## config.mk

```make
export PLATFORM = sky130hd
export DESIGN_NAME = rre_exec
export DESIGN_NICKNAME = d
export VERILOG_FILES = /design/src/rre_exec.v /design/src/rre_rotator.v
export VERILOG_INCLUDE_DIRS = /design/src
export SDC_FILE = /design/constraint.sdc
export NUM_CORES = 1
export LEC_CHECK = 0
export BUFFER_PORTS_ARGS = -buffer_cell sky130_fd_sc_hd__buf_2
export CAP_MARGIN = 5
export CORE_MARGIN = 2
export CORE_UTILIZATION = 43
export CTS_CLUSTER_SIZE = 12
export DETAILED_ROUTE_END_ITERATION = 6
export GPL_TIMING_DRIVEN = 0
export MAX_ROUTING_LAYER = met4
export PLACE_DENSITY = 0.75
export SYNTH_ARGS = -nofsm -noshare
export SYNTH_HDL_FRONTEND = slang
export SYNTH_HIERARCHICAL = 1
export SYNTH_SLANG_ARGS = --single-unit
export TNS_END_PERCENT = 20
```

## constraint.sdc

```tcl
create_clock -name mclk -period 1.4 [get_ports mclk]
set_input_delay 0.21 -clock mclk [delete_from_list [all_inputs] [get_ports mclk]]
set_output_delay 0.21 -clock mclk [all_outputs]
set_load 0.1 [all_outputs]
```

## src/rre_consts.vh

```
// Constants for the return and rotate execute block
`ifndef RRE_CONSTS_VH
`define RRE_CONSTS_VH

`define RRE_IW          14
`define RRE_PCW         13
// Return with literal: 11 01xx kkkk kkkk
`define RRE_RETLIT_MSK  14'h3c00
`define RRE_RETLIT_VAL  14'h3400
// Plain return: 00 0000 0000 1000
`define RRE_RET_VAL     14'h0008
// Rotate right: 00 1100 dfff ffff, rotate left: 00 1101 dfff ffff
`define RRE_ROT_MSK     14'h3f00
`define RRE_ROR_VAL     14'h0c00
`define RRE_ROL_VAL     14'h0d00
`define RRE_DEST_BIT    7
`define RRE_FADDR_HI    6
`define RRE_FADDR_LO    0
`define RRE_LIT_HI      7
`define RRE_LIT_LO      0
`define RRE_MSB         7
`define RRE_LSB         0

`endif

```

## src/rre_exec.v

```verilog
// Decode and execute of literal return, return and rotate-through-carry
`timescale 1ns/1ps
`default_nettype none
`include "rre_consts.vh"

module rre_exec (
    input  wire        mclk,
    input  wire        rst_n,
    input  wire        clk_en,
    input  wire        instr_valid,
    input  wire [13:0] instr,
    input  wire [12:0] stack_top,
    input  wire [7:0]  file_rdata,
    input  wire        carry_flag,
    output wire        busy,
    output reg         stack_pop,
    output reg         pc_load,
    output reg  [12:0] pc_value,
    output reg         fetch_flush,
    output reg         w_we,
    output reg  [7:0]  w_wdata,
    output reg         file_we,
    output reg  [6:0]  file_waddr,
    output reg  [7:0]  file_wdata,
    output reg         carry_we,
    output reg         carry_wdata,
    output wire [6:0]  file_raddr
);

    // ----------------------------------------
    // Reset synchroniser
    // ----------------------------------------
    reg rst_s1_q;
    reg rst_s2_q;

    always @(posedge mclk or negedge rst_n) begin
        if (!rst_n) begin
            rst_s1_q <= 1'b0;
            rst_s2_q <= 1'b0;
        end else begin
            rst_s1_q <= 1'b1;
            rst_s2_q <= rst_s1_q;
        end
    end

    // Release lags two edges so it never lands mid-instruction
    wire rst_int_n = rst_s2_q;

    // ----------------------------------------
    // Decode
    // ----------------------------------------
    localparam [1:0] ST_EXEC  = 2'h1;
    localparam [1:0] ST_FLUSH = 2'h2;

    reg [1:0] state_q;
    reg [1:0] state_d;

    wire is_retlit = (instr & `RRE_RETLIT_MSK) == `RRE_RETLIT_VAL;
    wire is_ret    = instr == `RRE_RET_VAL;
    wire is_ror    = (instr & `RRE_ROT_MSK) == `RRE_ROR_VAL;
    wire is_rol    = (instr & `RRE_ROT_MSK) == `RRE_ROL_VAL;
    wire dest_file = instr[`RRE_DEST_BIT];
    wire take      = instr_valid && (state_q == ST_EXEC);
    // Unrecognised words match neither class and write nothing
    wire do_return = take && (is_retlit || is_ret);
    wire do_rotate = take && (is_ror || is_rol);

    assign file_raddr = instr[`RRE_FADDR_HI:`RRE_FADDR_LO];
    // Core must hold off new instructions during the flush cycle
    assign busy       = (state_q == ST_FLUSH);

    wire [7:0] rot_res;
    wire       rot_cy;

    rre_rotator u_rot (
        .operand   (file_rdata),
        .carry_in  (carry_flag),
        .dir_left  (is_rol),
        .result    (rot_res),
        .carry_out (rot_cy)
    );

    // ----------------------------------------
    // Sequencer
    // ----------------------------------------
    always @* begin
        state_d = state_q;
        case (state_q)
            ST_EXEC: begin
                if (do_return) begin
                    state_d = ST_FLUSH;
                end
            end
            ST_FLUSH: begin
                state_d = ST_EXEC;
            end
            default: begin
                state_d = ST_EXEC;
            end
        endcase
    end

    // Sequencer state register
    always @(posedge mclk or negedge rst_int_n) begin
        if (!rst_int_n) begin
            state_q <= ST_EXEC;
        end else if (clk_en) begin
            state_q <= state_d;
        end
    end

    // ----------------------------------------
    // Next-value logic
    // ----------------------------------------
    // Next values of the output flops
    reg        stack_pop_d;
    reg        pc_load_d;
    reg [12:0] pc_value_d;
    reg        fetch_flush_d;
    reg        w_we_d;
    reg [7:0]  w_wdata_d;
    reg        file_we_d;
    reg [6:0]  file_waddr_d;
    reg [7:0]  file_wdata_d;
    reg        carry_we_d;
    reg        carry_wdata_d;

    always @* begin
        // Pulses drop by default; data outputs hold until the next write
        stack_pop_d   = 1'b0;
        pc_load_d     = 1'b0;
        pc_value_d    = pc_value;
        w_we_d        = 1'b0;
        w_wdata_d     = w_wdata;
        file_we_d     = 1'b0;
        file_waddr_d  = file_waddr;
        file_wdata_d  = file_wdata;
        carry_we_d    = 1'b0;
        carry_wdata_d = carry_wdata;
        // flush the fetch after the jump
        fetch_flush_d = (state_q == ST_FLUSH);
        if (do_return) begin
            // pop and jump to return address
            stack_pop_d = 1'b1;
            pc_load_d   = 1'b1;
            pc_value_d  = stack_top;
            if (is_retlit) begin
                w_we_d    = 1'b1;
                w_wdata_d = instr[`RRE_LIT_HI:`RRE_LIT_LO];
            end
        end else if (do_rotate) begin
            carry_we_d    = 1'b1;
            carry_wdata_d = rot_cy;
            if (dest_file) begin
                file_we_d    = 1'b1;
                file_waddr_d = instr[`RRE_FADDR_HI:`RRE_FADDR_LO];
                file_wdata_d = rot_res;
            end else begin
                w_we_d    = 1'b1;
                w_wdata_d = rot_res;
            end
        end
    end

    // ----------------------------------------
    // Output registers
    // ----------------------------------------
    // Clock enable low freezes every output and state flop, strobes included, so a
    // stalled core sees the same request again when it resumes
    always @(posedge mclk or negedge rst_int_n) begin
        if (!rst_int_n) begin
            // Strobes
            stack_pop   <= 1'b0;
            pc_load     <= 1'b0;
            fetch_flush <= 1'b0;
            w_we        <= 1'b0;
            file_we     <= 1'b0;
            carry_we    <= 1'b0;
            // Held data
            pc_value    <= 13'h0000;
            w_wdata     <= 8'h00;
            file_waddr  <= 7'h00;
            file_wdata  <= 8'h00;
            carry_wdata <= 1'b0;
        end else if (clk_en) begin
            // Strobes
            stack_pop   <= stack_pop_d;
            pc_load     <= pc_load_d;
            fetch_flush <= fetch_flush_d;
            w_we        <= w_we_d;
            file_we     <= file_we_d;
            carry_we    <= carry_we_d;
            // Held data
            pc_value    <= pc_value_d;
            w_wdata     <= w_wdata_d;
            file_waddr  <= file_waddr_d;
            file_wdata  <= file_wdata_d;
            carry_wdata <= carry_wdata_d;
        end
    end

endmodule // rre_exec
`default_nettype wire

```

## src/rre_rotator.v

```verilog
// Rotate through carry datapath for one 8-bit operand
`timescale 1ns/1ps
`default_nettype none
`include "rre_consts.vh"

module rre_rotator (
    input  wire [7:0] operand,
    input  wire       carry_in,
    input  wire       dir_left,
    output wire [7:0] result,
    output wire       carry_out
);

    assign result    = dir_left ? {operand[`RRE_MSB-1:0], carry_in}
                                : {carry_in, operand[`RRE_MSB:`RRE_LSB+1]};
    assign carry_out = dir_left ? operand[`RRE_MSB] : operand[`RRE_LSB];

endmodule // rre_rotator
`default_nettype wire

```

Word-level counts from Yosys, hierarchy flattened
Cells that the tools add are included.

cells by class
  equal/unequal tests = 9
  muxes and demuxes = 18
  bitwise operators = 1
  reduce and logical (&&, ||, !) cells = 11

operators with widths
  kind                                                                      number
  8-bit 2-to-1 mux                                                          5
  14-bit by 4-bit == test with 1-bit output (second input constant)         1
  6-bit by 4-bit == test with 1-bit output (second input constant)          2
  1-bit 2-to-1 mux                                                          11
  4-bit AND reduction                                                       2
  4-bit == test (second input constant)                                     1
  2-bit 2-to-1 mux                                                          2
  2-bit inequality test (second input constant)                             2
  2-bit AND reduction                                                       2
  1-bit logical AND                                                         3
  3-bit AND reduction                                                       1
  2-bit by 1-bit == test with 1-bit output (second input constant)          1
  2-bit == test (second input constant)                                     1
  1-bit logical OR                                                          2
  2-bit by 1-bit inequality test with 1-bit output (second input constant)  1
  2-bit nonzero test                                                        1
  1-bit inverter                                                            1

storage, ports and cells
  flip-flop bits (word level) = 46
  input bits = 40
  output and inout bits = 51
  logic and storage cells = 52

Longest topological paths before layout
Gate-level depths: netlist of the first run.

  depth after elaboration = 5
  gate-level depth with buffers = 7
  depth with buffers taken out = 6

Modules after synthesis
Netlist of the first run, hierarchy kept.

by module, submodules not included
  module       times used  cells each  area an instance (µm²)  seq. area each (µm²)
  rre_exec     1           157         2090.8                  1152.4
  rre_rotator  1           10          146.4                   0.0

Worst setup path after synthesis of the first run
OpenSTA, ideal clock, no wires.

  path type = register to register
  from = register state_q[1]
  to = register fetch_flush
  library setup time = 0.074 ns
  data arrival time = 2.074 ns
  required time = 1.326 ns
  slack = -0.748 ns
  stages on the path, launching flop included = 3
  path buffers = 0
  clock period less this slack = 2.148 ns
  cell sequence = dfrtp_1 -> nor2b_1 -> mux2_2

on the way
  cells in the longest elaborated chain, start to end = 1

ends and longest elaborated chain
  element                   RTL line        source
  start: declaration        rre_exec.v:55   reg [1:0] state_q;
  start signal: assignment  rre_exec.v:108  state_q <= state_d;
  2-bit == test             --
  named net busy            rre_exec.v:15   output wire busy,
  end signal: assignment    rre_exec.v:189  fetch_flush <= fetch_flush_d;
  end: declaration          rre_exec.v:19   output reg fetch_flush,

The timed path passes the listed nets, and every way through them passes these cells.
A chain may end at the register's enable or synchronous reset.

Final worst setup path of the first run
  from = register state_q[0]
  to = register pc_value[2]

on the way
  cells in the longest elaborated chain, start to end = 4

ends and longest elaborated chain
  element                                   RTL line        source
  2-bit by 1-bit == test with 1-bit output  rre_exec.v:63   wire take = instr_valid && (state_q == ST_EXEC);
  1-bit logical AND                         rre_exec.v:63
  1-bit logical AND                         rre_exec.v:65   wire do_return = take && (is_retlit || is_ret);
  2-bit AND reduction (no source line)      --
  end signal: assignment                    rre_exec.v:194  pc_value <= pc_value_d;
  end: declaration                          rre_exec.v:18   output reg [12:0] pc_value,

No other way between the ends.

==> key figures, run 1 <==
Worst setup path
  • CP Class: reg -> reg
  • Critical Path End Type: flip-flop
  • Required time worst endpoint: 1.59 ns
  • Critical Path Source Type: flip-flop
  • Crit-path max FO: 9
  • Worst Path Arrival: between 1.5 and 2 ns
  • R2R cell count: 6

Place
  • Cells after DPL: roughly 330
  • Post-DP Area: about 2800 sq um
  • Placer's final routability congestion estimate: 0.864
  • PortBufs: 89
  • Post-detail-place hpwl: 3920 um

Global route
  • Largest net degree at the start of global routing: 35
  • Met3 usage: 4.62%
  • Vias in the first global route: 1775
  • GR Layer Usage met1: 25.7%
  • Antenna violations before repair: 0
  • Busiest layer in global routing: met2
  • Grt ovf: 0
  • Gr usage total: 20.3%
  • Met2 Use GR: between 30% and 40%
  • First-pass GRT wire length: 9060 um

Yosys
  • Cells after Synth: 167
  • Area contributors post-synth: dfrtp_1, mux2_2, mux2_4
  • Most area-hungry cell type in the Yosys netlist: dfrtp_1
  • Mean Syn Cell Area: 13.4 sq um
  • Top cell type's share of synthesized area: 50.3%
  • Synth Flop Type: dfrtp_1
  • Register area share after synthesis: 51.5%
  • Post-synth EDFFs: 0
  • Top-count cell post-synth: dfrtp_1
  • #FFs+latches synth: 46
  • Synth cell types: 39
  • Post-synth top cells: dfrtp_1, mux2_2, mux2_4, nand3_1, buf_4
  • Synth async-reset ratio: between 90% and 100%
  • Net count after synthesis: around 210
  • Syn. warnings: 6
  • Mapped Area: 2240 sq um

Flow run
  • MaxCap Viol Count: 0

Final layout
  • NumNets Final: 313
  • Design Area, Final: 3110 sq um
  • Layout cells sized above 1: 65.7%
  • Area Growth Syn to Fin: 39.2%
  • Fin cells: 344
  • Ant diodes: 0

Floorplanning
  • Die Area: 5800 sq um
  • Initial core utilization: 44.1%
  • Row Count: 26
  • Die Y: 76.1 um
  • DIE WIDTH: 76.1 um
  • Core Footprint: around 5100 sq um
  • I/O Pins: 91

Drt
  • DRC: 0
  • DR pass1 iterations: 4
  • Wirelength per Cell: 15.7 um
  • DR vias: 1749
  • Drt total wl: 5390 um
  • Vias/cell: 5.08
  • DRT iter0 DRCs: approximately 120
  • Final ANT Viol Nets: 0

STA
  • RSZ-0062 raised after global routing: yes
  • Count of final setup violators: 42
  • Final hold vios: 0
  • Final setup TNS: -9.17 ns
  • Fmax: just under 600 MHz
  • Fin Clk Skew: 0.00253 ns
  • Tightest Pin Transition: 0.522 ns
  • Max Slew Vio Count: 0
  • Relative slew slack: 65.2%
  • Final Worst Setup Slack: -0.316 ns
  • Part of the cycle the worst path needs: 123%
  • Final min period: 1.72 ns

CTS
  • Clock buffer depth: 2
  • Clk slew on worst S/H paths: about 0.08 ns
  • CTS tree: done
  • H-tree lvl count: 2
  • Clock sinks: 46
  • Worst-Skew Late Latency: 0.30 ns
  • Clock Tree Root: clkbuf_8
  • CTS Buf Count: 5

Hold path
  • Hold path cells: 2
  • Worst hold path class: in -> reg

Pwr
  • Leakage Power: between 1.5 and 2 nW
  • Clock power frac: 20.6%
  • Gate power share: 45.3%
  • Sw Ratio: 47.9%
  • Internal Pwr Total: 2.47 mW
  • Pwr Density: 1520 nW/um^2
  • Worst vdd ir: 0.000807 V
  • Switching power: 2.26 mW
  • Flop pwr share: 34.1%

Status
  • Failing checks: setup timing
  • Outcome: complete, but fails checks
-- flip-flops by register name, indices dropped and copies added (netlist names), 2 cells and up --
register	count
pc_value	13
state_q	2
file_wdata	8
file_waddr	7
w_wdata	8
-- routing by layer --
metal | up-vias | part of all wire, %
met5 | - | 0
met4 | 0 | 2.1
met3 | 8 | 4.7
met2 | 58 | 51
met1 | 871 | 42
li1 | 812 | -
-- placed cells by master, fill, tap and decap left out, types with 2 or more instances in the layout --
| cell | instances |
|---|---|
| buf_2 | 87 |
| nand2_1 | 2 |
| and3_4 | 2 |
| nand4_4 | 2 |
| a31oi_1 | 5 |
| a21o_2 | 2 |
| a22oi_1 | 7 |
| dfrtp_1 | 44 |
| nand3_1 | 10 |
| buf_12 | 3 |
| mux2_4 | 22 |
| nor2_1 | 2 |
| inv_1 | 3 |
| buf_6 | 6 |
| mux2_2 | 17 |
| a21oi_1 | 7 |
| o21ai_0 | 2 |
| clkbuf_8 | 6 |
| buf_4 | 14 |
| clkbuf_1 | 3 |
| and2_4 | 2 |
-- area by class of cell --
class                           instances  area, sq um
Inverter                                3         11.3
Tap cell                               70         87.6
Fill cell                             448         1960
Clock inverter                          2         37.5
Multi-Input combinational cell        102         1040
Clock buffer                            6         72.6
Timing Repair Buffer                  100          576
Sequential cell                        46         1150
Buffer                                 15          139
-- timing repair --
action                     in CTS  in global routing
pin swaps                       5                  0
gates resized for setup        27                  2
cloned                          1                  0
hold endpoints to repair        2                  0
setup endpoints to repair      44                 43
hold buffers                    1                  0
buffers inserted                8                  0
-- critical path: stages (launching register included) --
cell	delay, ns
dfstp_2	0.55
and3b_1	0.18
clkbuf_8	0.16
nand2_4	0.06
a21oi_4	0.21
buf_12	0.17
mux2_4	0.30
-- cells by family (layout without fill, tap and decap cells) --
group | Yosys count | count (layout) | share of synthesized area, %
flip-flops | 46 | 46 | 51.5
multiplexers | 39 | 39 | 22.3
AND/OR/NAND/NOR | 32 | 32 | 10.3
AO/OA/AOI/OAI | 30 | 30 | 9.84
buffers and inverters | 19 | 126 | 5.82
other | 1 | 1 | 0.168
-- metrics by stage --
step | hold slack [ns] | utilization (%) | total power, mW | setup WS [ns]
finish | 0.132 | 61.4 | 4.73 | -0.316
global route | 0.121 | 61.4 | 4.90 | -0.387
CTS | 0.124 | 61.1 | 4.75 | -0.300
detailed placement | -0.00255 | 55.5 | 3.72 | -0.560
global placement | -0.00412 | 55.1 | 3.69 | -0.551
floorplan | -0.0856 | - | 3.35 | -0.312
-- power by group through the flow --
| stage | Sequential, mW | Clock, mW | Combinational [mW] |
|---|---|---|---|
| detailed placement | 1.64 | 0 | 2.08 |
| finish | 1.61 | 0.975 | 2.14 |
| floorplan | 2.97 | 0 | 0.386 |
| CTS | 1.62 | 0.996 | 2.14 |
| global route | 1.64 | 1.05 | 2.20 |
| global placement | 1.65 | 0 | 2.04 |
-- path summary, 6_finish.rpt --
check | from | slack (ns) | to
worst min register to register | rst_int_n$_DFF_PN0_ | 0.15 | pc_value[8]$_DFFE_PN0P_
max in group asynchronous | rst_int_n$_DFF_PN0_ | 0.71 | state_q[0]$_DFFE_PN1P_
min in group asynchronous | rst_int_n$_DFF_PN0_ | 0.15 | pc_value[8]$_DFFE_PN0P_
worst min-delay path | stack_top[3] | 0.13 | pc_value[3]$_DFFE_PN0P_
worst max-delay path | state_q[0]$_DFFE_PN1P_ | -0.32 | pc_value[2]$_DFFE_PN0P_
worst max register to register | state_q[0]$_DFFE_PN1P_ | -0.32 | pc_value[2]$_DFFE_PN0P_
No activity file was read; power rests on OpenSTA's default activity.
==> run 2: changes to the inputs <==
- CORE_UTILIZATION: 43 -> 48
- PLACE_DENSITY: 0.75 -> 0.8
- clock period: 1.4 -> 1.9 ns (I/O delays scaled with it)
==> run 2 against run 1 <==
The run now ends clean. Via count down 2.7%. Largest cell class unchanged. Final area down 6.4%. Critical path depth up 2. Die area shrank 9.9%. Sequential share of layout area is 2.5 points higher. Non-clock buffer count down 9. Cell count decreased by 7.8%. Largest power group unchanged.
==> key figures, run 2 (synthesized netlist as in run 1, its figures left out) <==
Worst setup path
  • Critical Path End Type: flip-flop
  • CP Class: in -> reg
  • Critical Path Source Type: primary input
  • Worst Path Arrival: about 1.9 ns
  • Crit-path max FO: 9
  • Worst r2r src: state_q[0]$_DFFE_PN1P_
  • CP Launch Point: instr[13]
  • Required time worst endpoint: 2.08 ns

Hold path
  • Worst hold path class: in -> reg
  • Hold wc startpoint: stack_top[3]

Final layout
  • Fill cells: 327
  • Largest registers: pc_value x13, file_wdata x8, w_wdata x8
  • Design Area, Final: 2910 sq um
  • Ant diodes: 0
  • Largest register by flop count: pc_value
  • Most frequent cells in the layout: buf_2, dfrtp_1, mux2_2, mux2_4, nand3_1
  • Commonest non-fill, non-tap cell in the layout: buf_2
  • Largest register FFs: 13
  • Fin cells: roughly 320
  • NumNets Final: 304
  • Fin util: 66.0%
  • Area Growth Syn to Fin: 30.3%
  • Layout cells sized above 1: 62.6%

Drt
  • Wirelength per Cell: 16.7 um
  • Drt total wl: 5290 um
  • DRC: 0
  • DR vias: approximately 1700
  • DRT iter0 DRCs: 91
  • DR pass1 iterations: 4
  • Vias/cell: 5.37
  • Final ANT Viol Nets: 0

Floorplanning
  • Row Count: 24
  • I/O Pins: ~90
  • DIE WIDTH: 72.3 um
  • Die Y: 72.3 um
  • Core Footprint: 4410 sq um
  • Die Area: between 5000 and 6000 sq um
  • Initial core utilization: a little over 50%

STA
  • Final hold vios: 0
  • Count of final setup violators: 0
  • Max Slew Vio Count: 0
  • Part of the cycle the worst path needs: approximately 93%
  • Final Worst Setup Slack: about 0.14 ns
  • Fin Clk Skew: 0.00987 ns
  • Final setup TNS: 0 ns
  • Final hold slack: 0.197 ns
  • Fmax: between 500 and 600 MHz
  • Final min period: ~1.8 ns
  • RSZ-0062 raised after global routing: no

CTS
  • Clk slew on worst S/H paths: ~0.090 ns
  • CTS tree: done
  • CTS Buf Count: 5
  • Worst-Skew Late Latency: roughly 0.31 ns
  • Clock Tree Root: clkbuf_8
  • Clock buffer depth: 2
  • H-tree lvl count: 2
  • Clock sinks: 46

Global route
  • Vias in the first global route: 1761
  • Antenna violations before repair: 0
  • Largest net degree at the start of global routing: 29
  • Gr usage total: 22.1%
  • Grt ovf: 0
  • First-pass GRT wire length: between 8000 and 9000 um

Pwr
  • Leakage Power: approximately 1.5 nW
  • PnR Total Power: 3.46 mW
  • Worst vdd ir: 0.000654 V
  • Pwr Density: 1190 nW/um^2

Place
  • PortBufs: between 80 and 90
  • Post-detail-place hpwl: approximately 4200 um
  • DP Worst Slack: -0.211 ns
  • Post-DP Area: 2770 sq um
  • Cells after DPL: 309
  • Placer's final routability congestion estimate: 0.800

Status
  • Outcome: finished clean

Flow run
  • MaxCap Viol Count: 0
==> run 2: cell count changes in the layout (fill, tap and decap cells not counted), sizes merged <==
cell | previous run | this run
buf | 111 | 103
clkbuf | 9 | 7
clkinv | 0 | 1
clkinvlp | 1 | 0
inv | 3 | 4
==> run 2: where the power goes <==
part           leakage (nW)  internal [mW]  switching [mW]
logic                 0.888          0.279            1.25
clock network        0.0585          0.394           0.345
registers             0.595           1.11          0.0773
total                  1.54           1.79            1.67
==> run 2: cell type report <==
| cell class | count | area (sq um) | share of cell area (%) |
|---|---|---|---|
| sequential | 46 | 1150 | 39.6 |
| multi-input combinational | 102 | 965 | 33.1 |
| timing repair buffer | 92 | 495 | 17.0 |
| buffer | 14 | 111 | 3.82 |
| clock buffer | 5 | 68.8 | 2.36 |
| tap | 52 | 65.1 | 2.23 |
| clock inverter | 3 | 43.8 | 1.50 |
| inverter | 3 | 11.3 | 0.386 |
==> run 2: what timing repair did <==
| item | CTS | global route |
|---|---|---|
| resized for setup | 0 | 2 |
| hold endpoints to repair | 2 | 0 |
| setup endpoints to repair | 22 | 16 |
| hold buffers | 1 | 0 |
| setup buffers | 1 | 0 |
| pin swaps | 0 | 0 |
| gates cloned | 0 | 0 |
==> run 2: per-layer routing <==
metal	track usage, %	vias to the layer above	share of wire [%]
li1	-	800	-
met1	27.3	847	43
met2	36.2	48	51
met3	5.42	6	4.7
met4	6.29	0	1.2
met5	-	-	0
==> run 2: worst paths after layout <==
path                                             endpoint  slack [ns]  cells past startpoint
worst max-delay path               w_wdata[3]$_DFFE_PN0P_        0.14                      8
worst min register to register  file_waddr[6]$_DFFE_PN0P_        0.21                      0
worst min-delay path              pc_value[3]$_DFFE_PN0P_        0.20                      2
min in group asynchronous       file_waddr[6]$_DFFE_PN0P_        0.21                      0
worst max register to register    pc_value[6]$_DFFE_PN0P_        0.15                      5
max in group asynchronous          state_q[0]$_DFFE_PN1P_        1.15                      1
==> run 2: critical path, stage by stage <==
cell and delay, ns:
buf_2 0.13, nor3_4 0.26, and3_2 0.27, and2_1 0.16
buf_6 0.17, mux2_4 0.33, a22oi_1 0.20, a41oi_1 0.13
==> run 3: changes to the inputs <==
- CORE_ASPECT_RATIO: unset -> 1.75
- clock period: 1.9 -> 1.65 ns (I/O delays scaled with it)
==> run 3 against run 2 <==
The flow now finishes with violations (setup timing). Highest routed layer unchanged. Combinational power is 17% higher. Clock power rose by 11%. Setup slack worse by 0.18 ns. Count of clock-buffer cells in the layout rose by 1. Final area is 4.0% higher. Via count rose by 1.8%. Critical endpoint is now pc_value[11]$_DFFE_PN0P_. Die area up 0.41%. Non-clock buffer count up 5. Total power up 16%. Utilization rose by 2.2 points. Clock skew shrank 0.0053 ns.
==> key figures, run 3 (synthesized netlist as in run 1, its figures left out) <==
Floorplanning
  • DIE WIDTH: 55.6 um
  • Die Y: approximately 94 um
  • I/O Pins: slightly above 90
  • Core Footprint: approximately 4400 sq um
  • Die Area: 5240 sq um
  • Initial core utilization: 50.3%
  • Row Count: 32

Global route
  • First-pass GRT wire length: 8960 um
  • Largest net degree at the start of global routing: 25
  • Vias in the first global route: 1852
  • Grt ovf: 0
  • Gr usage total: 22.7%
  • Antenna violations before repair: 0

Final layout
  • Commonest non-fill, non-tap cell in the layout: buf_2
  • Largest register by flop count: pc_value
  • Ant diodes: 0
  • Layout cells sized above 1: between 60 and 70%
  • NumNets Final: just over 300
  • Largest registers: pc_value x13, file_wdata x8, w_wdata x8
  • Most frequent cells in the layout: buf_2, dfrtp_1, mux2_4, mux2_2, buf_4
  • Largest register FFs: 13
  • Area Growth Syn to Fin: 35.5%
  • Fin cells: 321

STA
  • Fin Clk Skew: 0.00460 ns
  • Final min period: 1.69 ns
  • Count of final setup violators: 14
  • Final hold slack: 0.172 ns
  • Tightest Pin Transition: 0.518 ns
  • Max Slew Vio Count: 0
  • Final Worst Setup Slack: -0.0404 ns
  • Final hold vios: 0
  • Relative slew slack: 65.5%
  • Part of the cycle the worst path needs: 102%
  • RSZ-0062 raised after global routing: yes
  • Fmax: 592 MHz

CTS
  • Clock buffer depth: 2
  • CTS tree: done
  • Clk slew on worst S/H paths: roughly 0.080 ns
  • CTS Buf Count: 5
  • Clock Tree Root: clkbuf_8
  • Clock sinks: 46
  • Worst-Skew Late Latency: 0.30 ns
  • H-tree lvl count: 2

Pwr
  • Pwr Density: 1320 nW/um^2
  • Leakage Power: 1.59 nW
  • Sw Ratio: between 40% and 50%
  • Switching power: roughly 1.9 mW
  • Internal Pwr Total: 2.08 mW
  • Gate power share: 44.8%
  • Worst vdd ir: 0.00114 V
  • Flop pwr share: 34.7%
  • Clock power frac: 20.5%

Worst setup path
  • Critical Path End Type: flip-flop
  • Worst r2r src: state_q[0]$_DFFE_PN1P_
  • Required time worst endpoint: 1.84 ns
  • Worst Path Arrival: about 1.9 ns
  • Critical Path Source Type: flip-flop
  • CP Launch Point: state_q[0]$_DFFE_PN1P_
  • Crit-path max FO: 8
  • CP Class: reg -> reg

Place
  • Cells after DPL: 308
  • Post-detail-place hpwl: between 4000 and 5000 um
  • PortBufs: 89
  • Placer's final routability congestion estimate: ~0.83

Drt
  • DRT iter0 DRCs: 67
  • DR pass1 iterations: 4
  • DRC: 0
  • Wirelength per Cell: 16.8 um
  • Vias/cell: around 5.4
  • Drt total wl: 5380 um
  • DR vias: between 1500 and 2000
  • Final ANT Viol Nets: 0

Flow run
  • MaxCap Viol Count: 0

Hold path
  • Worst hold path class: in -> reg
  • Hold wc startpoint: stack_top[3]

Status
  • Outcome: complete, but fails checks
  • Failing checks: setup timing
run 3: changes by cell type in the layout (fill, tap and decap cells not counted), sizes merged:
cell,before,now
buf,103,106
clkinv,1,0
clkbuf,7,10
inv,4,3
clkinvlp,0,1
run 3: power by group through the flow:
stage / clock network, mW / registers, mW / logic, mW
after floorplan: 0 / 2.52 / 0.327
after global placement: 0 / 1.40 / 1.73
after detailed placement: 0 / 1.40 / 1.76
after CTS: 0.834 / 1.38 / 1.79
after global routing: 0.879 / 1.40 / 1.84
final: 0.818 / 1.38 / 1.79
run 3: routing by layer:
| layer | global-route usage [%] | up-vias | share of wire, % |
|---|---|---|---|
| met3 | 3.72 | 4 | 5.2 |
| met5 | - | - | 0 |
| met1 | 25.2 | 847 | 37 |
| met4 | 5.69 | 0 | 0.48 |
| met2 | 41.9 | 73 | 58 |
| li1 | - | 808 | - |
run 3: final timing paths:
path	end	slack [ns]	cells after the start
hold reg to reg	file_waddr[3]$_DFFE_PN0P_	0.25	0
max in group asynchronous	state_q[0]$_DFFE_PN1P_	0.84	1
min in group asynchronous	file_waddr[3]$_DFFE_PN0P_	0.25	0
setup / recovery	pc_value[11]$_DFFE_PN0P_	-0.04	6
hold / removal	pc_value[3]$_DFFE_PN0P_	0.17	2
setup reg to reg	pc_value[11]$_DFFE_PN0P_	-0.04	6
run 3: layout make-up:
type | instances | area [sq um]
well taps | 51 | 63.8
multi-input cells | 102 | 1020
clock buffers | 6 | 72.6
flip-flops and latches | 46 | 1150
clock inverters | 2 | 37.5
fillers | 360 | 1410
repair buffers | 96 | 536
inverters | 3 | 11.3
plain buffers | 15 | 139
run 3: through the flow:
| stage | TNS, ns | worst slack (ns) | utilization (%) | instance area, sq um | power (mW) |
|---|---|---|---|---|---|
| 6_report | -0.452 | -0.0404 | 68.2 | 3030 | 3.99 |
| 3_3_place_gp | -17.99 | -0.403 | 62.2 | 2770 | 3.13 |
| 3_5_place_dp | -11.72 | -0.446 | 62.9 | 2800 | 3.16 |
| 2_1_floorplan | -2.06 | -0.141 | - | 2260 | 2.84 |
| 4_1_cts | -0.681 | -0.0500 | 67.7 | 3010 | 4.01 |
| 5_1_grt | -1.92 | -0.106 | 68.2 | 3030 | 4.12 |
run 3: critical path, stage by stage, from the launching register on:
cell and delay, ns:
dfstp_2 0.54, and3b_1 0.16, clkbuf_8 0.15, nand2_4 0.06
a21oi_4 0.21, buf_12 0.16, mux2_4 0.29
run 3: repair_timing:
| item | in CTS | in global routing |
|---|---|---|
| pin swaps | 2 | 0 |
| hold endpoints to repair | 2 | 0 |
| resized for setup | 13 | 6 |
| endpoints found under the setup margin | 36 | 31 |
| hold buffers | 1 | 0 |
| buffers inserted | 5 | 0 |
